--- src/common/pmc_consts.svh ---
/*
 Holds the constants of the macrocell block: counts, the power-down input
 slot and the signature width and default value. Included by the package
 and by the design files.
*/
`ifndef PMC_CONSTS_SVH
`define PMC_CONSTS_SVH
`define PMC_NUM_CELLS 8
`define PMC_NUM_CELL_BITS 16
`define PMC_PT_PER_CELL 8
`define PMC_PT_IO_CELL 7
`define PMC_ARRAY_INPUTS 16
`define PMC_ARRAY_INPUTS_PPIN 15
`define PMC_PD_SLOT 3
`define PMC_SIG_WIDTH 64
`define PMC_SIG_DEFAULT 64'h0123_4567_89ab_cdef
`endif

--- src/common/pmc_pkg.sv ---
/*
 Types of the macrocell block: the global mode and the per-cell config.
 Assumes pmc_consts.svh is on the include path.
*/
`include "pmc_consts.svh"
package pmc_pkg;
    // Global operating mode shared by all cells
    typedef enum logic [1:0] {
        PMC_MODE_SIMPLE,
        PMC_MODE_COMPLEX,
        PMC_MODE_REGISTERED
    } pmc_mode_t;

    // Full architecture configuration: two global bits and per-cell bits
    typedef struct packed {
        logic global_register_select_bit;
        logic global_complex_select_bit;
        logic [`PMC_NUM_CELLS-1:0] polarity_invert_bit;
        logic [`PMC_NUM_CELLS-1:0] cell_direction_bit;
    } pmc_cfg_t;

    // One cell's pin drive
    typedef struct packed {
        logic out_val;
        logic out_en;
    } pmc_pin_t;
endpackage : pmc_pkg

--- src/core/pmc_macrocells.sv ---
// How it works
// - Three global modes apply to all cells
// - Register and complex select bits choose mode
// - Per-cell invert bit sets output polarity
// - Per-cell direction bit selects input or output
// - Two global plus sixteen cell bits configure
// - Registered: pin one clock, pin eleven enable
// - Complex: dedicated pins feed outer feedback paths
// - Complex: outer cells lose own pin feedback
// - Simple: feedback comes through neighbour cell
// - Simple: inner cells are outputs only
// - Transition variant sleeps without input change
// - Pin variant sleeps under power-down pin
// - Pin variant offers fifteen array inputs
// - Inputs and outputs latched while powered down
// - Registers cleared at power-on, preloadable
// - Eight output macrocells
// - Readable electronic signature held
// - Registered cells share clock and enable
// - Registered outputs eight terms, I/O seven
// - Complex: one product term drives enable
// - Simple: cell is input or always-on output
/*
 Top of the output macrocell section: mode decode, standby control,
 feedback routing into the array and eight cells. Assumes the product
 term array sits outside and hands in per-cell sums and enable terms;
 all pins are asynchronous and are synchronised here.
*/
`timescale 1ns/1ps
`include "pmc_consts.svh"
module pmc_macrocells #(
    parameter int NUM_CELLS = `PMC_NUM_CELLS,
    parameter bit POWER_PIN_VARIANT = 1'b0,
    parameter logic [`PMC_SIG_WIDTH-1:0] SIGNATURE = `PMC_SIG_DEFAULT // Arbitrary value
) (
    input wire logic clk,
    input wire logic rstn,
    input wire pmc_pkg::pmc_cfg_t cfg,
    input wire logic clk_pin,
    input wire logic oe_pin_n,
    input wire logic powerdown_pin,
    input wire logic [`PMC_ARRAY_INPUTS-1:0] in_pins,
    input wire logic [NUM_CELLS-1:0] io_pins_in,
    input wire logic [NUM_CELLS-1:0] pt_sum,
    input wire logic [NUM_CELLS-1:0] pt_oe,
    input wire logic preload_en,
    input wire logic [NUM_CELLS-1:0] preload_val,
    output logic [NUM_CELLS-1:0] io_pins_out,
    output logic [NUM_CELLS-1:0] io_pins_oe,
    output logic [`PMC_ARRAY_INPUTS-1:0] array_in,
    output logic [NUM_CELLS-1:0] feedback,
    output logic [`PMC_ARRAY_INPUTS-1:0] array_in_valid,
    output logic [1:0] mode_out,
    output logic standby,
    output logic [`PMC_SIG_WIDTH-1:0] signature
);
    import pmc_pkg::*;

    localparam int INNER_LO = NUM_CELLS / 2 - 1; // Inner pair
    localparam int INNER_HI = NUM_CELLS / 2;
    localparam int PD_IDX = `PMC_PD_SLOT; // Input slot of the power-down pin

    // Reset release through two flops
    logic rst_s1_q, rst_n;
    always_ff @(posedge clk or negedge rstn) begin
        if (!rstn) begin
            rst_s1_q <= 1'b0;
            rst_n <= 1'b0;
        end else begin
            rst_s1_q <= 1'b1;
            rst_n <= rst_s1_q;
        end
    end

    // Pin synchronisers: first stage read only by the second
    localparam int SYW = `PMC_ARRAY_INPUTS + NUM_CELLS + 3;
    logic [SYW-1:0] sy1_q, sy2_q;
    always_ff @(posedge clk or negedge rst_n) begin
        if (!rst_n) begin
            sy1_q <= '0;
            sy2_q <= '0;
        end else begin
            sy1_q <= {clk_pin, oe_pin_n, powerdown_pin, io_pins_in, in_pins};
            sy2_q <= sy1_q;
        end
    end
    logic [`PMC_ARRAY_INPUTS-1:0] in_s;
    logic [NUM_CELLS-1:0] io_s;
    logic clk_s, oe_n_s, pd_s;
    assign {clk_s, oe_n_s, pd_s, io_s, in_s} = sy2_q;

    // Mode decode from the two global bits
    pmc_mode_t mode;
    always_comb begin
        case ({cfg.global_register_select_bit, cfg.global_complex_select_bit})
            2'b10, 2'b11: mode = PMC_MODE_REGISTERED;
            2'b01: mode = PMC_MODE_COMPLEX;
            default: mode = PMC_MODE_SIMPLE;
        endcase
    end

    // Shared clock edge detect on the synchronised pin
    // Previous sample resets low, like the idle pin, so reset gives no
    // false capture edge
    logic clk_prev_q, clk_prev_d;
    logic reg_edge;
    always_comb begin
        clk_prev_d = clk_s;
    end
    assign reg_edge = clk_s & ~clk_prev_q;

    // Standby control: transition detect or power-down pin
    // Limitation: any quiet cycle sleeps, so a wake lasts only while inputs keep changing
    logic standby_q, standby_d;
    logic [`PMC_ARRAY_INPUTS+NUM_CELLS-1:0] act_prev_q, act_prev_d;
    logic activity;
    always_comb begin
        act_prev_d = {io_s, in_s};
        activity = ({io_s, in_s} != act_prev_q) || (clk_s != clk_prev_q);
        if (POWER_PIN_VARIANT) begin
            standby_d = pd_s;
        end else begin
            standby_d = !activity;
        end
    end

    // Array inputs and feedback, latched during standby
    logic [`PMC_ARRAY_INPUTS-1:0] arr_q, arr_d, arrv_q, arrv_d;
    logic [NUM_CELLS-1:0] fb_q, fb_d;
    // Register state of each cell, read by the registered feedback
    logic [NUM_CELLS-1:0] cells_reg;
    always_comb begin
        arr_d = arr_q;
        fb_d = fb_q;
        arrv_d = '1;
        if (POWER_PIN_VARIANT) begin
            arrv_d[PD_IDX] = 1'b0;
        end
        if (!standby_q) begin
            arr_d = in_s;
            if (POWER_PIN_VARIANT) begin
                arr_d[PD_IDX] = 1'b0;
            end
            case (mode)
                PMC_MODE_REGISTERED: begin
                    // Own pin, or register state when registered
                    for (int i = 0; i < NUM_CELLS; i++) begin
                        fb_d[i] = cfg.cell_direction_bit[i] ? io_s[i] : cells_reg[i];
                    end
                end
                PMC_MODE_COMPLEX: begin
                    fb_d = io_s;
                    fb_d[NUM_CELLS-1] = clk_s;
                    // The pin is a plain input now: its level goes in as is
                    fb_d[0] = oe_n_s;
                end
                PMC_MODE_SIMPLE: begin
                    // Neighbour routing; inner pair carries none
                    for (int i = 0; i < NUM_CELLS; i++) begin
                        fb_d[i] = (i < INNER_LO) ? io_s[i+1] : (i > INNER_HI) ? io_s[i-1] : 1'b0;
                    end
                    fb_d[INNER_LO] = 1'b0;
                    fb_d[INNER_HI] = 1'b0;
                end
                default: fb_d = '0;
            endcase
        end
    end

    // Status flops
    always_ff @(posedge clk or negedge rst_n) begin
        if (!rst_n) begin
            clk_prev_q <= 1'b0;
            act_prev_q <= '0;
            standby_q <= 1'b0;
            arr_q <= '0;
            arrv_q <= '0;
            fb_q <= '0;
        end else begin
            clk_prev_q <= clk_prev_d;
            act_prev_q <= act_prev_d;
            standby_q <= standby_d;
            arr_q <= arr_d;
            arrv_q <= arrv_d;
            fb_q <= fb_d;
        end
    end

    // Eight cells, one per output pin
    logic [NUM_CELLS-1:0] cells_out, cells_oe;
    for (genvar g = 0; g < NUM_CELLS; g++) begin : g_cell
        pmc_cell u_cell (
            .clk(clk),
            .rst_n(rst_n),
            .mode(mode),
            .reg_edge(reg_edge),
            .shared_oe(~oe_n_s),
            .freeze(standby_q),
            .pt_sum(pt_sum[g]),
            .pt_oe(pt_oe[g]),
            .invert(cfg.polarity_invert_bit[g]),
            .is_input(cfg.cell_direction_bit[g]),
            .no_input(g == INNER_LO || g == INNER_HI),
            .preload_en(preload_en),
            .preload_val(preload_val[g]),
            .pin_out(cells_out[g]),
            .pin_oe(cells_oe[g]),
            .reg_val(cells_reg[g])
        );
    end

    // Outputs straight from flops
    logic [1:0] mode_q;
    logic [`PMC_SIG_WIDTH-1:0] sig_q;
    always_ff @(posedge clk or negedge rst_n) begin
        if (!rst_n) begin
            mode_q <= 2'h0;
            sig_q <= '0;
        end else begin
            mode_q <= mode;
            sig_q <= SIGNATURE;
        end
    end

    assign io_pins_out = cells_out;
    assign io_pins_oe = cells_oe;
    assign array_in = arr_q;
    assign array_in_valid = arrv_q;
    assign feedback = fb_q;
    assign mode_out = mode_q;
    assign standby = standby_q;
    assign signature = sig_q;
endmodule : pmc_macrocells

--- src/core/pmc_cell.sv ---
/*
 One output macrocell: register with preload, polarity and output enable.
 Assumes the top supplies a synchronised clock-edge enable and the mode.
*/
`timescale 1ns/1ps
`include "pmc_consts.svh"
module pmc_cell (
    input wire logic clk,
    input wire logic rst_n,
    input wire pmc_pkg::pmc_mode_t mode,
    input wire logic reg_edge,
    input wire logic shared_oe,
    input wire logic freeze,
    input wire logic pt_sum,
    input wire logic pt_oe,
    input wire logic invert,
    input wire logic is_input,
    input wire logic no_input,
    input wire logic preload_en,
    input wire logic preload_val,
    output logic pin_out,
    output logic pin_oe,
    output logic reg_val
);
    import pmc_pkg::*;

    logic reg_q, reg_d; // Cell register
    logic out_d, oe_d; // Next pin drive
    logic out_q, oe_q;

    // Register next value: preload beats clock and freeze, freeze holds against the clock
    always_comb begin
        reg_d = reg_q;
        if (preload_en) begin
            reg_d = preload_val;
        end else if (!freeze && reg_edge && mode == PMC_MODE_REGISTERED && !is_input) begin
            reg_d = pt_sum;
        end
    end

    // Pin drive per mode; latched while frozen
    always_comb begin
        out_d = out_q;
        oe_d = oe_q;
        if (!freeze) begin
            case (mode)
                PMC_MODE_REGISTERED: begin
                    out_d = (is_input ? pt_sum : reg_q) ^ invert;
                    oe_d = is_input ? pt_oe : shared_oe;
                end
                PMC_MODE_COMPLEX: begin
                    out_d = pt_sum ^ invert;
                    oe_d = pt_oe;
                end
                PMC_MODE_SIMPLE: begin
                    out_d = pt_sum ^ invert;
                    // Inner cells cannot be inputs
                    oe_d = no_input | !is_input;
                end
                default: begin
                    out_d = 1'b0;
                    oe_d = 1'b0;
                end
            endcase
        end
    end

    // Registers cleared at power-on
    always_ff @(posedge clk or negedge rst_n) begin
        if (!rst_n) begin
            reg_q <= 1'b0;
            out_q <= 1'b0;
            oe_q <= 1'b0;
        end else begin
            reg_q <= reg_d;
            out_q <= out_d;
            oe_q <= oe_d;
        end
    end

    assign pin_out = out_q;
    assign pin_oe = oe_q;
    assign reg_val = reg_q;
endmodule : pmc_cell

--- config.mk ---
export PLATFORM = sky130hd
export DESIGN_NAME = pmc_macrocells
export DESIGN_NICKNAME = d
export VERILOG_FILES = /design/src/common/pmc_pkg.sv /design/src/core/pmc_macrocells.sv /design/src/core/pmc_cell.sv
export VERILOG_INCLUDE_DIRS = /design/src /design/src/common
export SDC_FILE = /design/constraint.sdc
export NUM_CORES = 1
export LEC_CHECK = 0
export BUFFER_PORTS_ARGS = -buffer_cell sky130_fd_sc_hd__buf_2
export CAP_MARGIN = 40
export CORE_MARGIN = 2
export CORE_UTILIZATION = 34
export CTS_CLUSTER_DIAMETER = 120
export CTS_CLUSTER_SIZE = 40
export DETAILED_ROUTE_END_ITERATION = 10
export PLACE_DENSITY = 0.6
export SLEW_MARGIN = 20
export SYNTH_ARGS = -nofsm -noshare
export SYNTH_HDL_FRONTEND = slang
export SYNTH_HIERARCHICAL = 1
export SYNTH_SLANG_ARGS = --single-unit
--- constraint.sdc ---
create_clock -name clk -period 4.3 [get_ports clk]
set_input_delay 0.215 -clock clk [delete_from_list [all_inputs] [get_ports clk]]
set_output_delay 0.215 -clock clk [all_outputs]
set_load 0.05 [all_outputs]
==> results of run 1 <==
==> per-stage QoR <==
stage | utilization | total power, mW | cells | hold slack (ns)
floorplan | - | 1.85 | 477 | -0.0806
global placement | 0.385 | 1.93 | 778 | -0.000106
detailed placement | 0.385 | 1.94 | 779 | 0.00467
CTS | 0.437 | 3.36 | 838 | 0.0168
global route | 0.438 | 3.45 | 839 | 0.0267
finish | 0.438 | 3.31 | 839 | 0.0394
==> where the power goes <==
group | total, mW | internal [mW] | switching, mW
Clock | 1.38 | 0.818 | 0.560
Combinational | 0.563 | 0.164 | 0.398
Sequential | 1.37 | 1.31 | 0.0563
==> cell type report <==
type,count,area (um^2),area share
clock inverter,14,129,0.0179
tap,220,275,0.0383
sequential,131,3280,0.457
inverter,2,7.51,0.00105
timing repair buffer,196,1160,0.161
multi-input combinational,258,1890,0.263
clock buffer,18,439,0.0611
==> worst max-delay path: cells and delay by family (launching register included) <==
family	cells	cell delay (ns)
AND/OR/NAND/NOR	1	0.27
multiplexers	2	0.60
buffers and inverters	1	0.34
flip-flops	1	0.64
==> synth_stat cells (all sizes together) <==
cell type and number:
dfrtp 131, buf 83, mux2 39, o21ai 22, xnor2 17, a22o 16
nand2b 16, xor2 15, mux2i 13, nand2 13, a21oi 10, nor3 10
nor2 9, nor2b 9, a211oi 8, nor4b 8, nor4 4, clkbuf 3
a22oi 2, conb 2, inv 2, nand3 2, nand4 2, ha 1
==> cell families after synthesis <==
| group | Yosys count |
|---|---|
| and+or+nand+nor | 73 |
| buffers and inverters | 88 |
| adders and majority gates | 1 |
| other | 2 |
| xor gates and xnor gates | 32 |
| AOI/OAI and AO/OA | 58 |
| DFF | 131 |
| muxes | 52 |
==> registers in the layout, indices dropped and copies added (netlist names), 2 cells and up <==
signal                 count
sy1_q                     26
sy2_q                     26
act_prev_q                24
array_in                  16
feedback                   8
g_cell.u_cell/pin_oe       8
g_cell.u_cell/pin_out      8
g_cell.u_cell/reg_val      8
mode_out                   2
==> repair_timing <==
action | in CTS | in global routing
hold endpoints to repair | 28 | 0
buffers inserted | 0 | 0
hold buffers | 27 | 0
==> per-layer routing <==
| metal | vias up | track usage | share of wire |
|---|---|---|---|
| li1 | 1725 | - | - |
| met1 | 1779 | 0.173 | 0.44 |
| met2 | 157 | 0.232 | 0.48 |
| met3 | 15 | 0.0391 | 0.065 |
| met4 | 0 | 0.0579 | 0.015 |
| met5 | - | 0 | 0 |
==> worst paths after layout <==
path,to,slack (ns),cells past startpoint
worst max-delay path,g_cell[4].u_cell/reg_val,2.31,4
worst min-delay path,g_cell[6].u_cell/reg_val,0.04,2
worst max register to register,g_cell[4].u_cell/reg_val,2.31,4
worst min register to register,sy2_q[11],0.32,0
max in group asynchronous,g_cell[0].u_cell/pin_oe,2.90,1
min in group asynchronous,rst_s1_q,0.13,2
==> impl_metrics.tcl, run 1 <==
set metrics [dict create \
    drcViolationCount 0 \
    postPlaceCellArea_mm2 0.00632 \
    finalSetupViolCount 0 \
    initial_utilization 0.344 \
    hpwlAfterDp_um 8130 \
    setup_ws_ns 2.31 \
    finalCriticalPeriod_ns 1.99 \
    synth_adder_area_share 0.00222 \
    yosys.area_share.simple 0.0871 \
    slew_violations 0 \
    synth-seq-cells 131 \
    drive_above_1_share 0.409 \
    synth_seq_area_share 0.581 \
    cts_buffers 17 \
    synthXorXnorAreaFrac 0.0496 \
    synth_area_leaders "dfrtp_1 (58%), buf_4 (11%), mux2_2 (6.2%)" \
    clk_pin_slew_ns 0.06 \
    syn_inst 437 \
    skew_ns 0.00460 \
    drt_iter0_markers 76 \
    synth_cell_types 29 \
    wl_per_cell_um 14.2 \
    wl_um 11900 \
    firstDrtPassIters 4 \
    io_buffers 161 \
    fp.coreArea_mm2 0.0164 \
    cts_tree "yes" \
    cts_root_buf "clkbuf_16" \
    cp-startpoint "standby" \
    leakage_nw 3.36 \
    row_count 47 \
    synth_compound_area_frac 0.0665 \
    grt.overflow.total 0 \
    dpl_worst_slack_ns 2.03 \
    syn_area_mm2 0.00565 \
    rsz0062_at_grt "false" \
    h-tree-depth 4 \
    min_period_over_period 0.462 \
    io_pins 195 \
    vdd_drop_max_mv 0.270 \
    grt_pass1_wl_um 19000 \
    cp.arrival_ns 2.28 \
    synth_top_family_by_area "buffers and inverters" \
    synth.top_cell.area_share 0.581 \
    crit_type "reg2reg" \
    vias 3676 \
    drtAntennaViolNets 0 \
    power.density_mw_per_mm2 461 \
    ctsResizeCount 0 \
    outcome "finished, final reports clean" \
    antenna_found_initial 0 \
    yosysWarnings 6 \
    cts.sinks 131 \
    vias_per_cell 4.38 \
    dieHeight_um 133 \
    critPathMaxFanout 33 \
    synth_top_area_cell "dfrtp_1" \
    hold_violations 0 \
    gp_congestion 0.746 \
    tightest_slew_ns 0.662 \
    final.setup.tns_ns 0 \
    chipWidth_um 133 \
    worstPathCellList "buf_4 > nor4b_2 > mux2_1 > mux2_2" \
    final_common_cell "buf_2" \
    min_path_type "in2reg" \
    grt_use_total 0.140 \
    timing.fmax_mhz 504 \
    relSlewSlack 0.559 \
    antenna_cells 0 \
    dieArea_mm2 0.0177 \
    cp_slowest_stage_delay_ns 0.64 \
    synth.mux.area_fraction 0.101 \
    syn_area_per_cell_um2 12.9 \
    grt_pass1_vias 3660 \
    finalNetCount 679 \
    cts_buffer_depth 2 \
    final_cell_mix "buf_2 (161), dfrtp_1 (129), conb_1 (42), mux2_2 (31), dlygate4sd3_1 (27)" \
    start_kind "register" \
    worst_ep_required_time_ns 4.59 \
    area_growth_pct 27.2 \
    rr_startpoint "standby" \
    crit_slowest_cell "dfrtp_2" \
    clock_latency_ns 0.40 \
    drv_cap 0 \
    grt_max_degree 54 \
    endpoint_kind "register" \
    min-delay-start "preload_val[6]" \
    fillers 1513 \
    fin_area_mm2 0.00718 \
]
Power figures use the tool's default switching activity.
==> run 2, diff against run 1 <==
Settings changed: PLACE_DENSITY 0.6 to 0.62.
Clock period 4.3 ns to 1.6 ns, I/O delays scaled along.
==> run 2 against run 1 <==
The run now ends with negative setup slack left. Final area increased by 5.7%. Clock power increased to 2.7 times the previous value. Critical endpoint is now g_cell[3].u_cell/reg_val. Via count increased by 3.7%. Critical path depth increased by 2. Global-route usage about the same. Largest power group is now registers. Die area unchanged.
==> impl_metrics.tcl, run 2 (synthesis results as in run 1) <==
set metrics [dict create \
    leakage_nw 3.55 \
    seqPwrFrac 0.411 \
    antenna_cells 0 \
    dieArea_mm2 0.0177 \
    outcome "finished with violations" \
    timing.fmax_mhz 621 \
    grt.overflow.total 0 \
    cts_root_buf "clkbuf_16" \
    firstDrtPassIters 4 \
    io_pins 195 \
    postPlaceCellArea_mm2 0.00648 \
    crit_type "reg2reg" \
    wl_per_cell_um 14.2 \
    io_buffers 161 \
    cts_buffer_depth 2 \
    antenna_found_initial 0 \
    intPower_mw 6.43 \
    min_period_over_period 1.01 \
    drv_cap 0 \
    slew_violations 0 \
    cts_buffers 17 \
    area_growth_pct 34.4 \
    wl_um 12200 \
    row_count 47 \
    reg.largest.list "sy1_q (26), sy2_q (26), act_prev_q (24)" \
    violations "negative setup slack" \
    skew_ns 0.00539 \
    vdd_drop_max_mv 0.823 \
    grt_pass1_wl_um 19100 \
    final_common_cell "buf_2" \
    drive_above_1_share 0.420 \
    drt_iter0_markers 128 \
    p_clk_frac 0.410 \
    cts.sinks 131 \
    dieHeight_um 133 \
    finalCriticalPeriod_ns 1.61 \
    final_cell_mix "buf_2 (160), dfrtp_1 (128), conb_1 (42), dlygate4sd3_1 (41), mux2_2 (29)" \
    p_sw_frac 0.285 \
    grt_use_total 0.140 \
    rsz0062_at_grt "true" \
    grt_max_degree 49 \
    hold_violations 0 \
    vias 3811 \
    cts_tree "yes" \
    hold_slack_ns 0.0160 \
    gp_congestion 0.745 \
    fp.coreArea_mm2 0.0164 \
    h-tree-depth 4 \
    clock_latency_ns 0.41 \
    chipWidth_um 133 \
    fin_area_mm2 0.00759 \
    start_kind "register" \
    cts_setup_buffers 0 \
    min_path_type "in2reg" \
    p_switching_mw 2.57 \
    finalPower_mw 9.00 \
    critPathMaxFanout 4 \
    cp_slowest_stage_delay_ns 0.37 \
    power.density_mw_per_mm2 1190 \
    finalNetCount 705 \
    drtAntennaViolNets 0 \
    clk_pin_slew_ns 0.05 \
    finalSetupViolCount 2 \
    worst_path_most_repeated_cell "mux2_4" \
    p_comb_frac 0.180 \
    worstPathCellList "inv_2 > ha_4 > buf_6 > nor4b_4 > mux2_4 > mux2_4" \
    drcViolationCount 0 \
    hpwlAfterDp_um 8790 \
    worst_ep_required_time_ns 1.89 \
    cp.arrival_ns 1.91 \
    initial_utilization 0.344 \
    crit_slowest_cell "dfrtp_1" \
    endpoint_kind "register" \
    setup_ws_ns -0.0107 \
    vias_per_cell 4.42 \
    grt_pass1_vias 3741 \
]
-- run 2: final timing paths --
| path | start | endpoint | slack (ns) | cells after the start |
|---|---|---|---|---|
| worst max-delay path | clk_prev_q | g_cell[3].u_cell/reg_val | -0.01 | 6 |
| worst min-delay path | cfg[3] | g_cell[3].u_cell/pin_oe | 0.02 | 3 |
| worst max register to register | clk_prev_q | g_cell[3].u_cell/reg_val | -0.01 | 6 |
| worst min register to register | rst_n | sy2_q[5] | 0.28 | 0 |
| max in group asynchronous | rst_n | g_cell[7].u_cell/reg_val | 0.76 | 1 |
| min in group asynchronous | rst_n | sy2_q[5] | 0.28 | 0 |
-- run 2: layout make-up --
type,count,area [um^2]
clock buffers,27,523
clock inverters,3,43.8
repair buffers,222,1440
inverters,2,7.51
flip-flops and latches,131,3290
fillers,1475,8820
well taps,220,275
multi-input cells,258,2010
-- run 2: power groups by stage --
stage	clock network, mW	logic, mW	registers (mW)
floorplan	0	0.876	4.09
global placement	0	1.49	3.74
detailed placement	0	1.51	3.75
CTS	3.79	1.62	3.70
global route	3.95	1.71	3.73
finish	3.68	1.62	3.69
-- run 2: critical path: cells and delay by family, from the launching register on --
| family | cells | cell delay [ns] |
|---|---|---|
| multiplexers | 2 | 0.59 |
| flip-flops | 1 | 0.37 |
| buffers and inverters | 2 | 0.18 |
| AND/OR/NAND/NOR | 1 | 0.22 |
| adder cells (fa/ha/maj) | 1 | 0.14 |
-- run 2: routing by layer --
metal | routed length, um | vias up | global-route usage
met5 | 0 | - | 0
met4 | 217 | 0 | 0.0514
met3 | 817 | 19 | 0.0460
met2 | 5830 | 165 | 0.231
met1 | 5380 | 1851 | 0.173
li1 | - | 1776 | -
-- run 2: timing repair --
action	4_1_cts	5_1_grt
setup endpoints to repair	8	56
hold buffers	41	0
resized for setup	17	8
pin swaps	0	1
hold endpoints to repair	41	0
-- run 2: stage by stage --
step	TNS, ns	setup WS, ns	util	std cells
3_5_place_dp	-0.223	-0.0462	0.395	792
3_3_place_gp	-0.0000158	-0.0000158	0.395	792
6_report	-0.0154	-0.0107	0.463	863
2_1_floorplan	-0.282	-0.0352	-	477
4_1_cts	0	0.000846	0.461	863
5_1_grt	-0.222	-0.0416	0.463	863
==> run 3, diff against run 2 <==
Settings changed: CTS_CLUSTER_DIAMETER 120 to not set, TNS_END_PERCENT set to 50.
==> run 3 against run 2 <==
The run now ends clean. Combinational power about the same. Critical path depth stayed put. Clock power grew 4%. Largest cell class unchanged. Clock-buffer cell count shrank 9. Cell count increased by 1.4%. Critical endpoint is now g_cell[1].u_cell/reg_val. Via count rose by 0.24%. Die area unchanged. Maximum frequency rose by 1.9%. Clock skew is 0.0020 ns higher. Register-to-register slack improved by 0.03 ns. Core utilization is 0.43 points higher.
==> impl_metrics.tcl, run 3 (synthesis results as in run 1) <==
set metrics [dict create \
    crit_family "multiplexers" \
    drt_iter0_markers 125 \
    io_pins 195 \
    area_growth_pct 35.7 \
    dieHeight_um 133 \
    antenna_found_initial 1 \
    wl_um 12400 \
    leakage_nw 3.57 \
    cp_slowest_stage_delay_ns 0.37 \
    fin_cells 875 \
    placed_cells 801 \
    drv_cap 0 \
    finalSetupViolCount 0 \
    grt_pass1_vias 3821 \
    row_count 47 \
    chipWidth_um 133 \
    h-tree-depth 4 \
    drive_above_1_share 0.433 \
    final_cell_mix "buf_2 (160), dfrtp_1 (129), conb_1 (42), dlygate4sd3_1 (40), mux2_2 (31)" \
    endpoint_kind "register" \
    min_period_over_period 0.988 \
    rsz0062_at_grt "true" \
    clk_pin_slew_ns 0.06 \
    skew_ns 0.00743 \
    wl_per_cell_um 14.1 \
    fillers 1457 \
    drcViolationCount 0 \
    slew_violations 0 \
    timing.fmax_mhz 633 \
    min_path_type "in2reg" \
    gp_congestion 0.745 \
    dieArea_mm2 0.0177 \
    grt_pass1_wl_um 19600 \
    grt.overflow.total 0 \
    cts_tree "yes" \
    firstDrtPassIters 4 \
    power.density_mw_per_mm2 1190 \
    fin_area_mm2 0.00766 \
    cp.arrival_ns 1.87 \
    final.setup.tns_ns 0 \
    initial_utilization 0.344 \
    cts_root_buf "clkbuf_16" \
    vias 3820 \
    finalCriticalPeriod_ns 1.58 \
    finalNetCount 714 \
    reg.largest.list "sy1_q (26), sy2_q (26), act_prev_q (24)" \
    utilization 0.467 \
    grt_max_degree 70 \
    dpl_worst_slack_ns -0.0450 \
    grt_use_total 0.144 \
    vias_per_cell 4.37 \
    cts.sinks 131 \
    worst_ep_required_time_ns 1.89 \
    critPathMaxFanout 4 \
    fp.coreArea_mm2 0.0164 \
    finalPower_mw 9.14 \
    clock_latency_ns 0.41 \
    setup_ws_ns 0.0190 \
    worstPathCellList "inv_2 > ha_4 > buf_6 > nor4b_4 > mux2_4 > mux2_2" \
    cts_buffers 17 \
    hold_violations 0 \
    outcome "finished, final reports clean" \
    start_kind "register" \
    drtAntennaViolNets 0 \
    io_buffers 161 \
    cts_buffer_depth 2 \
    hold_slack_ns 0.0148 \
    crit_buf_inv 2 \
    crit_type "reg2reg" \
    postPlaceCellArea_mm2 0.00654 \
    crit_slowest_cell "dfrtp_1" \
    hpwlAfterDp_um 8880 \
    vdd_drop_max_mv 0.784 \
    final_common_cell "buf_2" \
]
[run 3: changes by cell type in the layout (fill, tap and decap cells not counted), moves of 3 or more]
cell,delta
buf_4,+9
clkbuf_1,-4
clkbuf_8,-5
clkinvlp_4,+4
inv_6,+3
mux2_4,-4
[run 3: what timing repair did]
item	CTS	global route
gates cloned	0	0
hold endpoints to repair	40	0
gates resized for setup	13	7
setup buffers	1	0
endpoints found under the setup margin	8	9
hold buffers	40	0
pin swaps	0	0
[run 3: area by class of cell]
type,instances,area (um^2),share of cell area
flip-flops and latches,131,3280,0.429
multi-input cells,258,2000,0.261
repair buffers,231,1500,0.196
clock buffers,18,439,0.0573
well taps,220,275,0.0359
clock inverters,14,153,0.0199
inverters,2,7.51,0.000980
diodes,1,2.50,0.000327
[run 3: worst reg2reg max path, delay by kind of cell (launching register included)]
kind	cells	cell delay, ns
muxes	2	0.58
DFF	1	0.37
and+or+nand+nor	1	0.21
buffers and inverters	2	0.17
adders and majority gates	1	0.13
[run 3: worst paths after layout]
kind | cells after the start | to | start | slack [ns]
setup / recovery | 6 | g_cell[1].u_cell/reg_val | clk_prev_q | 0.02
hold / removal | 3 | g_cell[7].u_cell/pin_oe | cfg[7] | 0.01
max in group asynchronous | 1 | g_cell[2].u_cell/pin_oe | rst_n | 0.94
hold reg to reg | 1 | act_prev_q[3] | rst_n | 0.35
min in group asynchronous | 1 | act_prev_q[3] | rst_n | 0.35
setup reg to reg | 6 | g_cell[1].u_cell/reg_val | clk_prev_q | 0.02
[run 3: power by group]
group	total [mW]	internal (mW)	switching, mW	leakage (nW)
logic	1.65	0.523	1.12	1.77
clock network	3.83	2.35	1.48	0.280
registers	3.66	3.53	0.128	1.53
[run 3: routing by layer]
layer  GRT usage  share of wire  vias to the layer above
met3      0.0414          0.062                       28
li1            -              -                     1797
met4      0.0669          0.025                        0
met1       0.173           0.42                     1824
met5           0              0                        -
met2       0.239           0.49                      171
